File: src/ctb_pkg.sv
// Constants and state type for the converter trim register bank
package ctb_pkg;

  // Register indices; byte address is four times the index
  localparam logic [9:0] IDX_B_SINGLE_INA_TIM = 10'h315;
  localparam logic [9:0] IDX_A_SINGLE_INB_TIM = 10'h31a;
  localparam logic [9:0] IDX_B_SINGLE_INB_TIM = 10'h31b;
  localparam logic [9:0] IDX_A_DUAL_INA_OFS   = 10'h344;
  localparam logic [9:0] IDX_A_DUAL_INB_OFS   = 10'h346;
  localparam logic [9:0] IDX_A_SINGLE_INA_OFS = 10'h348;
  localparam logic [9:0] IDX_A_SINGLE_INB_OFS = 10'h34a;
  localparam logic [9:0] IDX_TRIM_CTRL        = 10'h300;
  localparam logic [9:0] IDX_TRIM_STATUS      = 10'h301;

  localparam int unsigned IDX_LSB = 2;
  localparam int unsigned IDX_MSB = 11;

  // Field widths
  localparam int unsigned TIM_W     = 8;
  localparam int unsigned OFS_W     = 12;
  localparam int unsigned OFS_REG_W = 16;

  // Control register bits
  localparam int unsigned CTRL_SINGLE = 0;
  localparam int unsigned CTRL_FG_CAL = 1;
  localparam int unsigned CTRL_A_INB  = 2;
  localparam int unsigned CTRL_B_INB  = 3;
  localparam logic [3:0]  CTRL_RESET  = 4'h0;

  // Status register bits (which outputs carry a live trim)
  localparam int unsigned STAT_A_TIM = 0;
  localparam int unsigned STAT_B_TIM = 1;
  localparam int unsigned STAT_A_OFS = 2;

  // Reserved upper bits of offset registers after reset
  localparam logic [3:0] OFS_RSVD_RESET = 4'h0;

  // AHB encodings
  localparam logic [2:0] HSIZE_WORD = 3'h2;

  typedef struct packed {
    logic [7:0]  tb_ina;
    logic [7:0]  ta_inb;
    logic [7:0]  tb_inb;
    logic [15:0] oa_dual_ina;
    logic [15:0] oa_dual_inb;
    logic [15:0] oa_single_ina;
    logic [15:0] oa_single_inb;
    logic [3:0]  ctrl;
    logic        wr_pend;
    logic [9:0]  wr_idx;
    logic [31:0] rdata;
    logic [7:0]  a_tim;
    logic [7:0]  b_tim;
    logic [11:0] a_ofs;
    logic [2:0]  valid;
  } ctb_state_type;

endpackage

File: src/ctb_trim_bank.sv
// Converter trim register bank with AHB-Lite register slave
//
// How it works
// - Core B timing uses 0x315 in single mode, calibration on, input A.
// - Core A timing uses 0x31A in single mode, calibration on, input B.
// - Core B timing uses 0x31B in single mode, calibration on, input B.
// - Core A offset uses 0x344 bits 11:0 in dual mode, calibration, input A.
// - Core A offset uses 0x346 in dual mode, calibration on, input B.
// - Core A offset uses 0x348 in single mode, calibration on, input A.
// - Core A offset uses 0x34A in single mode, calibration on, input B.
// - Reset loads every trim from its fuse value, kept until software writes.
// - Trims shift core sampling; software reads factory value and rewrites it.
`timescale 1ns/10ps

module ctb_trim_bank
  import ctb_pkg::*;
(
  input  wire logic        CLK_SYS,
  input  wire logic        RST,
  input  wire logic        HSEL,
  input  wire logic [31:0] HADDR,
  input  wire logic [1:0]  HTRANS,
  input  wire logic        HWRITE,
  input  wire logic [2:0]  HSIZE,
  input  wire logic [31:0] HWDATA,
  input  wire logic        HREADY,
  output logic      [31:0] HRDATA,
  output logic             HREADYOUT,
  output logic             HRESP,
  input  wire logic [7:0]  FUSE_B_SINGLE_INA_TIM,
  input  wire logic [7:0]  FUSE_A_SINGLE_INB_TIM,
  input  wire logic [7:0]  FUSE_B_SINGLE_INB_TIM,
  input  wire logic [11:0] FUSE_A_DUAL_INA_OFS,
  input  wire logic [11:0] FUSE_A_DUAL_INB_OFS,
  input  wire logic [11:0] FUSE_A_SINGLE_INA_OFS,
  input  wire logic [11:0] FUSE_A_SINGLE_INB_OFS,
  output logic      [7:0]  CORE_A_TIMING_TRIM,
  output logic             CORE_A_TIMING_VALID,
  output logic      [7:0]  CORE_B_TIMING_TRIM,
  output logic             CORE_B_TIMING_VALID,
  output logic      [11:0] CORE_A_OFFSET_TRIM,
  output logic             CORE_A_OFFSET_VALID
);

  ctb_state_type s_q;
  ctb_state_type s_d;
  ctb_state_type s_rst;
  logic          addr_take;
  logic [9:0]    addr_idx;
  logic          single_q;
  logic          fg_q;
  logic          a_inb_q;
  logic          b_inb_q;

  ////////////////////////////////////////////////////////////////////////////
  // Bus decode

  // Zero wait states: every transfer ends in one data phase, always OKAY
  assign HREADYOUT = 1'b1;
  assign HRESP     = 1'b0;
  assign HRDATA    = s_q.rdata;

  assign addr_take = HSEL && HTRANS[1] && HREADY;
  assign addr_idx  = HADDR[IDX_MSB:IDX_LSB];

  assign single_q = s_q.ctrl[CTRL_SINGLE];
  assign fg_q     = s_q.ctrl[CTRL_FG_CAL];
  assign a_inb_q  = s_q.ctrl[CTRL_A_INB];
  assign b_inb_q  = s_q.ctrl[CTRL_B_INB];

  ////////////////////////////////////////////////////////////////////////////
  // Reset image: fuse values, caught by the synchronous reset

  always_comb begin
    s_rst               = '0;
    s_rst.tb_ina        = FUSE_B_SINGLE_INA_TIM;
    s_rst.ta_inb        = FUSE_A_SINGLE_INB_TIM;
    s_rst.tb_inb        = FUSE_B_SINGLE_INB_TIM;
    s_rst.oa_dual_ina   = {OFS_RSVD_RESET, FUSE_A_DUAL_INA_OFS};
    s_rst.oa_dual_inb   = {OFS_RSVD_RESET, FUSE_A_DUAL_INB_OFS};
    s_rst.oa_single_ina = {OFS_RSVD_RESET, FUSE_A_SINGLE_INA_OFS};
    s_rst.oa_single_inb = {OFS_RSVD_RESET, FUSE_A_SINGLE_INB_OFS};
    s_rst.ctrl          = CTRL_RESET;
  end

  ////////////////////////////////////////////////////////////////////////////
  // Next state

  always_comb begin
    s_d         = s_q;
    s_d.wr_pend = 1'b0;

    // Data phase of a write: commit the word to the addressed register
    if (s_q.wr_pend) begin
      unique case (s_q.wr_idx)
        IDX_B_SINGLE_INA_TIM: s_d.tb_ina        = HWDATA[TIM_W-1:0];
        IDX_A_SINGLE_INB_TIM: s_d.ta_inb        = HWDATA[TIM_W-1:0];
        IDX_B_SINGLE_INB_TIM: s_d.tb_inb        = HWDATA[TIM_W-1:0];
        IDX_A_DUAL_INA_OFS:   s_d.oa_dual_ina   = HWDATA[OFS_REG_W-1:0];
        IDX_A_DUAL_INB_OFS:   s_d.oa_dual_inb   = HWDATA[OFS_REG_W-1:0];
        IDX_A_SINGLE_INA_OFS: s_d.oa_single_ina = HWDATA[OFS_REG_W-1:0];
        IDX_A_SINGLE_INB_OFS: s_d.oa_single_inb = HWDATA[OFS_REG_W-1:0];
        IDX_TRIM_CTRL:        s_d.ctrl          = HWDATA[3:0];
        default: ;
      endcase
    end

    // Address phase: writes of a whole word only; others are dropped
    if (addr_take && HWRITE && HSIZE == HSIZE_WORD) begin
      s_d.wr_pend = 1'b1;
      s_d.wr_idx  = addr_idx;
    end

    // Read data from post-write values, except status from s_q.valid, so a write then read sees new data
    s_d.rdata = '0;
    if (addr_take && !HWRITE) begin
      unique case (addr_idx)
        IDX_B_SINGLE_INA_TIM: s_d.rdata[TIM_W-1:0]     = s_d.tb_ina;
        IDX_A_SINGLE_INB_TIM: s_d.rdata[TIM_W-1:0]     = s_d.ta_inb;
        IDX_B_SINGLE_INB_TIM: s_d.rdata[TIM_W-1:0]     = s_d.tb_inb;
        IDX_A_DUAL_INA_OFS:   s_d.rdata[OFS_REG_W-1:0] = s_d.oa_dual_ina;
        IDX_A_DUAL_INB_OFS:   s_d.rdata[OFS_REG_W-1:0] = s_d.oa_dual_inb;
        IDX_A_SINGLE_INA_OFS: s_d.rdata[OFS_REG_W-1:0] = s_d.oa_single_ina;
        IDX_A_SINGLE_INB_OFS: s_d.rdata[OFS_REG_W-1:0] = s_d.oa_single_inb;
        IDX_TRIM_CTRL:        s_d.rdata[3:0]           = s_d.ctrl;
        IDX_TRIM_STATUS:      s_d.rdata[2:0]           = s_q.valid;
        default: ;
      endcase
    end

    // Trim routing from the updated bank and mode
    s_d.a_tim = '0;
    s_d.b_tim = '0;
    s_d.a_ofs = '0;
    s_d.valid = '0;
    if (s_d.ctrl[CTRL_FG_CAL]) begin
      if (s_d.ctrl[CTRL_SINGLE]) begin
        if (s_d.ctrl[CTRL_B_INB]) begin
          s_d.b_tim = s_d.tb_inb;
        end else begin
          s_d.b_tim = s_d.tb_ina;
        end
        s_d.valid[STAT_B_TIM] = 1'b1;
        if (s_d.ctrl[CTRL_A_INB]) begin
          s_d.a_tim             = s_d.ta_inb;
          s_d.valid[STAT_A_TIM] = 1'b1;
          s_d.a_ofs             = s_d.oa_single_inb[OFS_W-1:0];
        end else begin
          s_d.a_ofs = s_d.oa_single_ina[OFS_W-1:0];
        end
      end else if (s_d.ctrl[CTRL_A_INB]) begin
        s_d.a_ofs = s_d.oa_dual_inb[OFS_W-1:0];
      end else begin
        s_d.a_ofs = s_d.oa_dual_ina[OFS_W-1:0];
      end
      s_d.valid[STAT_A_OFS] = 1'b1;
    end
  end

  always_ff @(posedge CLK_SYS) begin
    if (RST) begin
      s_q <= s_rst;
    end else begin
      s_q <= s_d;
    end
  end

  assign CORE_A_TIMING_TRIM  = s_q.a_tim;
  assign CORE_B_TIMING_TRIM  = s_q.b_tim;
  assign CORE_A_OFFSET_TRIM  = s_q.a_ofs;
  assign CORE_A_TIMING_VALID = s_q.valid[STAT_A_TIM];
  assign CORE_B_TIMING_VALID = s_q.valid[STAT_B_TIM];
  assign CORE_A_OFFSET_VALID = s_q.valid[STAT_A_OFS];
endmodule
File: config.mk
export PLATFORM = sky130hd
export DESIGN_NAME = ctb_trim_bank
export DESIGN_NICKNAME = d
export VERILOG_FILES = /design/src/ctb_pkg.sv /design/src/ctb_trim_bank.sv
export SDC_FILE = /design/constraint.sdc
export NUM_CORES = 1
export LEC_CHECK = 0
export ABC_CLOCK_PERIOD_IN_PS = 3100
export BUFFER_PORTS_ARGS = -buffer_cell sky130_fd_sc_hd__buf_2
export CAP_MARGIN = 5
export CORE_ASPECT_RATIO = 0.5
export CORE_MARGIN = 2
export CORE_UTILIZATION = 52
export CTS_CLUSTER_SIZE = 8
export DETAILED_ROUTE_END_ITERATION = 8
export GPL_TIMING_DRIVEN = 0
export PLACE_DENSITY = 0.81
export SYNTH_ARGS = -nofsm -noshare
export SYNTH_HDL_FRONTEND = slang
export SYNTH_SLANG_ARGS = --single-unit
File: constraint.sdc
create_clock -name CLK_SYS -period 3.1 [get_ports CLK_SYS]
set_clock_uncertainty 0.1 [all_clocks]
set_input_delay 0.155 -clock CLK_SYS [delete_from_list [all_inputs] [get_ports CLK_SYS]]
set_output_delay 0.155 -clock CLK_SYS [all_outputs]
set_load 0.05 [all_outputs]
==> key figures <==
Cells and area
  • Final Instance Count excl. Fillers: about 1300
  • Final nets: around 1200
  • Fin util: 0.736
  • Share of layout cells above drive strength 1: 0.332
  • Synthesis-to-layout area growth: 36.9%
  • N_diodes: 0

Setup path
  • R2R cell count: 8
  • CP max-delay cell: or4_4
  • Bufs and invs on worst path: 2
  • Crit-path max FO: 8
  • Worst R2R Start: s_q[69]
  • Flop2flop setup slack: approximately 0.055 ns
  • Cell family with most CP delay: simple AND/OR/NAND/NOR gates
  • Crit path depth: 8
  • CP required: between 3 and 4 ns
  • Crit Path Category: flip-flop to flip-flop
  • CP endpoint kind: flip-flop
  • Worst R2R End: HRDATA[1]
  • Worst setup endpoint: HRDATA[1]
  • Ordered list of cells on the worst path: or3b_1, buf_2, or4_4, buf_6, mux2_4, a222oi_1, nor4b_2, a21oi_1
  • Startpoint types: flip-flop
  • Start point of the critical path: s_q[69]
  • Crit-path max cell delay: 0.48 ns
  • CP arrival: about 3.2 ns

STA
  • Highest Clock Rate: roughly 330 MHz
  • RSZ-0062 raised after global routing: yes
  • Tcrit/Tclk final: 0.982
  • Final Hold Vio Count: 0
  • Tightest Pin Transition: just over 1 ns
  • Final setup violating endpoints: 0
  • Min Tclk post-route: roughly 3 ns
  • Max Slew Vio Count: 0
  • Rel. slew slack: 0.310

Drt
  • M1 WL: roughly 11000 microns
  • Drt pass-1 iters: 9
  • ANT nets after route: 0
  • Routed length per instance: 21.2 microns
  • Max layer used: met4
  • # DRC: 0
  • Met2 routed WL: between 10000 and 15000 microns
  • WL met3: around 4000 microns
  • Vias: ~7600
  • Final wirelength: between 20000 and 30000 microns
  • Vias per cell: just under 6
  • DR iter-0 viols: around 900

Pwr
  • Clk pwr share: 0.436
  • Combinational share of power: 0.127
  • NetSw: roughly 1.3 mW
  • Sequential Power Share: 0.437
  • Switching share of power: 0.286
  • Worst vdd ir: about 0.00033 V
  • Leakage: about 4.5 nW
  • Int Pwr: between 3 and 4 mW
  • PwrDens: 465 mW/mm^2

Global route
  • Vias in the first global route: 7161
  • First-pass GRT wire length: ~40000 microns
  • GRT Util Overall: 0.362
  • GR Overflow Total: 0
  • Antenna violations before repair: 0
  • Largest net degree at the start of global routing: 17

Placement
  • # port buffers: 150
  • GPL Wtd Cong: 1.02
  • Cells after DPL: 1159
  • Dpl hpwl: 18800 microns

Floorplanning
  • Die width: approximately 170 microns
  • I/O pin cnt: between 200 and 250
  • Height of the die: roughly 90 microns
  • Initial Util: 0.537
  • Die area: roughly 0.015 sq mm
  • Rows: 30
  • Core Area: between 0.01 and 0.015 sq mm

Synth
  • Number of synthesis warnings: 0
  • Cells after Synth: between 800 and 900
  • Post-synth cell types: 62
  • FF+latch count, synth: 149
  • Synth Flop Type: dfxtp_1
  • Synthesized area: about 0.0074 sq mm
  • Post-synth EDFFs: 0
  • Share of flip-flops with an asynchronous set or reset: 0
  • Share of the yosys chip area belonging to registers: 0.405
  • Syn Area/Cell: between 9 and 10 sq um

Clock tree
  • # clock sinks: ~150
  • H-tree depth: 4
  • Clock Pin Slew Worst Setup and Hold Paths: about 0.07 ns
  • Clock latency on the worst-skew pair: ~0.43 ns
  • CTS Buffer Depth: 2
  • CTS tree: built
  • CTS buffer count: 17
  • Root buffer cell: clkbuf_16

Job
  • Max-cap check violation count: 0

Min path
  • Hold Crit Class: input pin to flip-flop
  • Hold Crit Depth: 3

Status
  • Outcome: completed
[sequential cells by signal, indices dropped and copies added, names as in the netlist]
register             cells
CORE_A_OFFSET_TRIM      12
CORE_A_TIMING_TRIM       8
s_q                    100
a_inb_q                  1
HRDATA                  16
fg_q                     1
b_inb_q                  1
CORE_A_TIMING_VALID      1
CORE_B_TIMING_TRIM       8
CORE_B_TIMING_VALID      1
[cell families (layout without fill, tap and decap cells)]
logic type / after synthesis / after routing / share of synthesized area
buf+inv: 115 / 398 / 0.0940
simple gates: 244 / 244 / 0.161
mux: 144 / 144 / 0.208
xor+xnor: 1 / 1 / 0.00119
compound gates: 146 / 146 / 0.130
other cells: 2 / 18 / 0.00102
flops: 149 / 149 / 0.405
[through the flow]
stage	area, sq um	setup WS, ns	power (mW)	hold WS (ns)	setup TNS [ns]
global placement	8410	-0.827	2.55	0.258	-16.09
finish	10100	0.0555	4.69	0.00510	0
floorplan	7420	0.421	2.38	0.165	0
global route	10100	-0.00265	4.79	0.0455	-0.00265
detailed placement	8420	-0.806	2.57	0.264	-15.41
CTS	9950	0.0232	4.64	0.00159	0
[worst reg2reg max path, stage by stage, from the launching register on]
cell and delay, ns:
dfxtp_2 0.43, or3b_1 0.39, buf_2 0.19, or4_4 0.49
buf_6 0.17, mux2_4 0.31, a222oi_1 0.33, nor4b_2 0.36
a21oi_1 0.15
[placed cells by master (no fill, tap or decap), types with 4 or more instances in the layout]
master,Yosys,routed
buf_2,7,156
dfxtp_1,149,148
nor2_1,126,125
dlygate4sd3_1,0,86
buf_4,65,81
mux2i_1,80,73
mux2_2,62,62
a21oi_1,59,59
nand2_1,36,36
clkbuf_1,30,28
o22ai_1,22,22
conb_1,2,18
clkbuf_16,0,17
nand3_1,15,15
nand2b_1,10,10
o21ai_0,8,8
o221ai_1,8,8
o211ai_1,8,8
inv_1,7,7
nor2b_1,7,7
or3_1,7,7
o21a_1,6,6
nor3_1,8,6
o2111ai_1,6,6
mux2i_2,0,5
and3_1,5,5
inv_8,0,5
nor4_4,2,4
nand4_1,4,4
a221oi_1,4,4
inv_6,0,4
[worst min-delay path by stage]
| stage | startpoint | end | slack (ns) |
|---|---|---|---|
| 2_1_floorplan | FUSE_A_DUAL_INB_OFS[1] | s_q[111] | 0.17 |
| 3_3_place_gp | FUSE_A_DUAL_INB_OFS[1] | s_q[111] | 0.26 |
| 3_5_place_dp | FUSE_A_DUAL_INB_OFS[1] | s_q[111] | 0.26 |
| 4_1_cts | HWDATA[7] | CORE_B_TIMING_TRIM[7] | 0.002 |
| 5_1_grt | HWRITE | HRDATA[3] | 0.05 |
| 6_report | HWDATA[7] | CORE_B_TIMING_TRIM[7] | 0.005 |
[what timing repair did]
| action | in CTS | in global routing |
|---|---|---|
| hold buffers | 86 | 0 |
| setup buffers | 4 | 11 |
| pin swaps | 3 | 5 |
| setup endpoints to repair | 61 | 45 |
| resized for setup | 17 | 11 |
| endpoints found under the hold margin | 98 | 0 |
[routing by layer]
layer | global-route usage | up-vias
li1 | - | 3365
met1 | 0.489 | 3573
met2 | 0.538 | 624
met3 | 0.153 | 71
met4 | 0.0901 | 0
met5 | 0 | -
[power by group through the flow]
stage	Sequential, mW	Clock (mW)	Combinational [mW]
2_1_floorplan	2.07	0	0.307
3_3_place_gp	2.08	0	0.469
3_5_place_dp	2.09	0	0.479
4_1_cts	2.05	2.03	0.567
5_1_grt	2.06	2.11	0.631
6_report	2.05	2.05	0.594
[layout make-up]
cell class	count	area (sq um)
Sequential cell	149	2980
Inverter	9	33.8
Fill cell	963	3620
Clock buffer	18	429
Tap cell	192	240
Multi-Input combinational cell	553	3860
Buffer	106	664
Timing Repair Buffer	251	1720
Clock inverter	14	138
[Yosys cell counts (all sizes together), types with 2 or more instances]
library cell / number / area (sq um)
mux2: 64 / 728
mux2i: 80 / 801
a222oi: 3 / 30.0
o2111ai: 6 / 52.6
nand3: 15 / 75.1
nand2: 38 / 148
or3: 7 / 43.8
o31a: 2 / 17.5
nor4: 6 / 80.1
o211ai: 8 / 60.1
and2: 2 / 12.5
nor2b: 7 / 43.8
nor4bb: 3 / 30.0
a211oi: 2 / 15.0
inv: 9 / 33.8
clkbuf: 30 / 113
nand4: 4 / 25.0
a22o: 2 / 17.5
buf: 76 / 546
dfxtp: 149 / 2980
a2111oi: 2 / 17.5
a32oi: 2 / 17.5
a31oi: 2 / 12.5
o221ai: 8 / 70.1
nand2b: 10 / 62.6
and3: 5 / 31.3
a21oi: 59 / 295
or4: 3 / 30.0
nor3: 9 / 50.1
conb: 2 / 7.51
o21a: 6 / 45.0
o22a: 3 / 26.3
a221oi: 4 / 35.0
or3b: 2 / 17.5
o22ai: 22 / 138
nor2: 126 / 473
o32a: 2 / 20.0
o21ai: 8 / 40.0
Power figures use the tool's default switching activity.
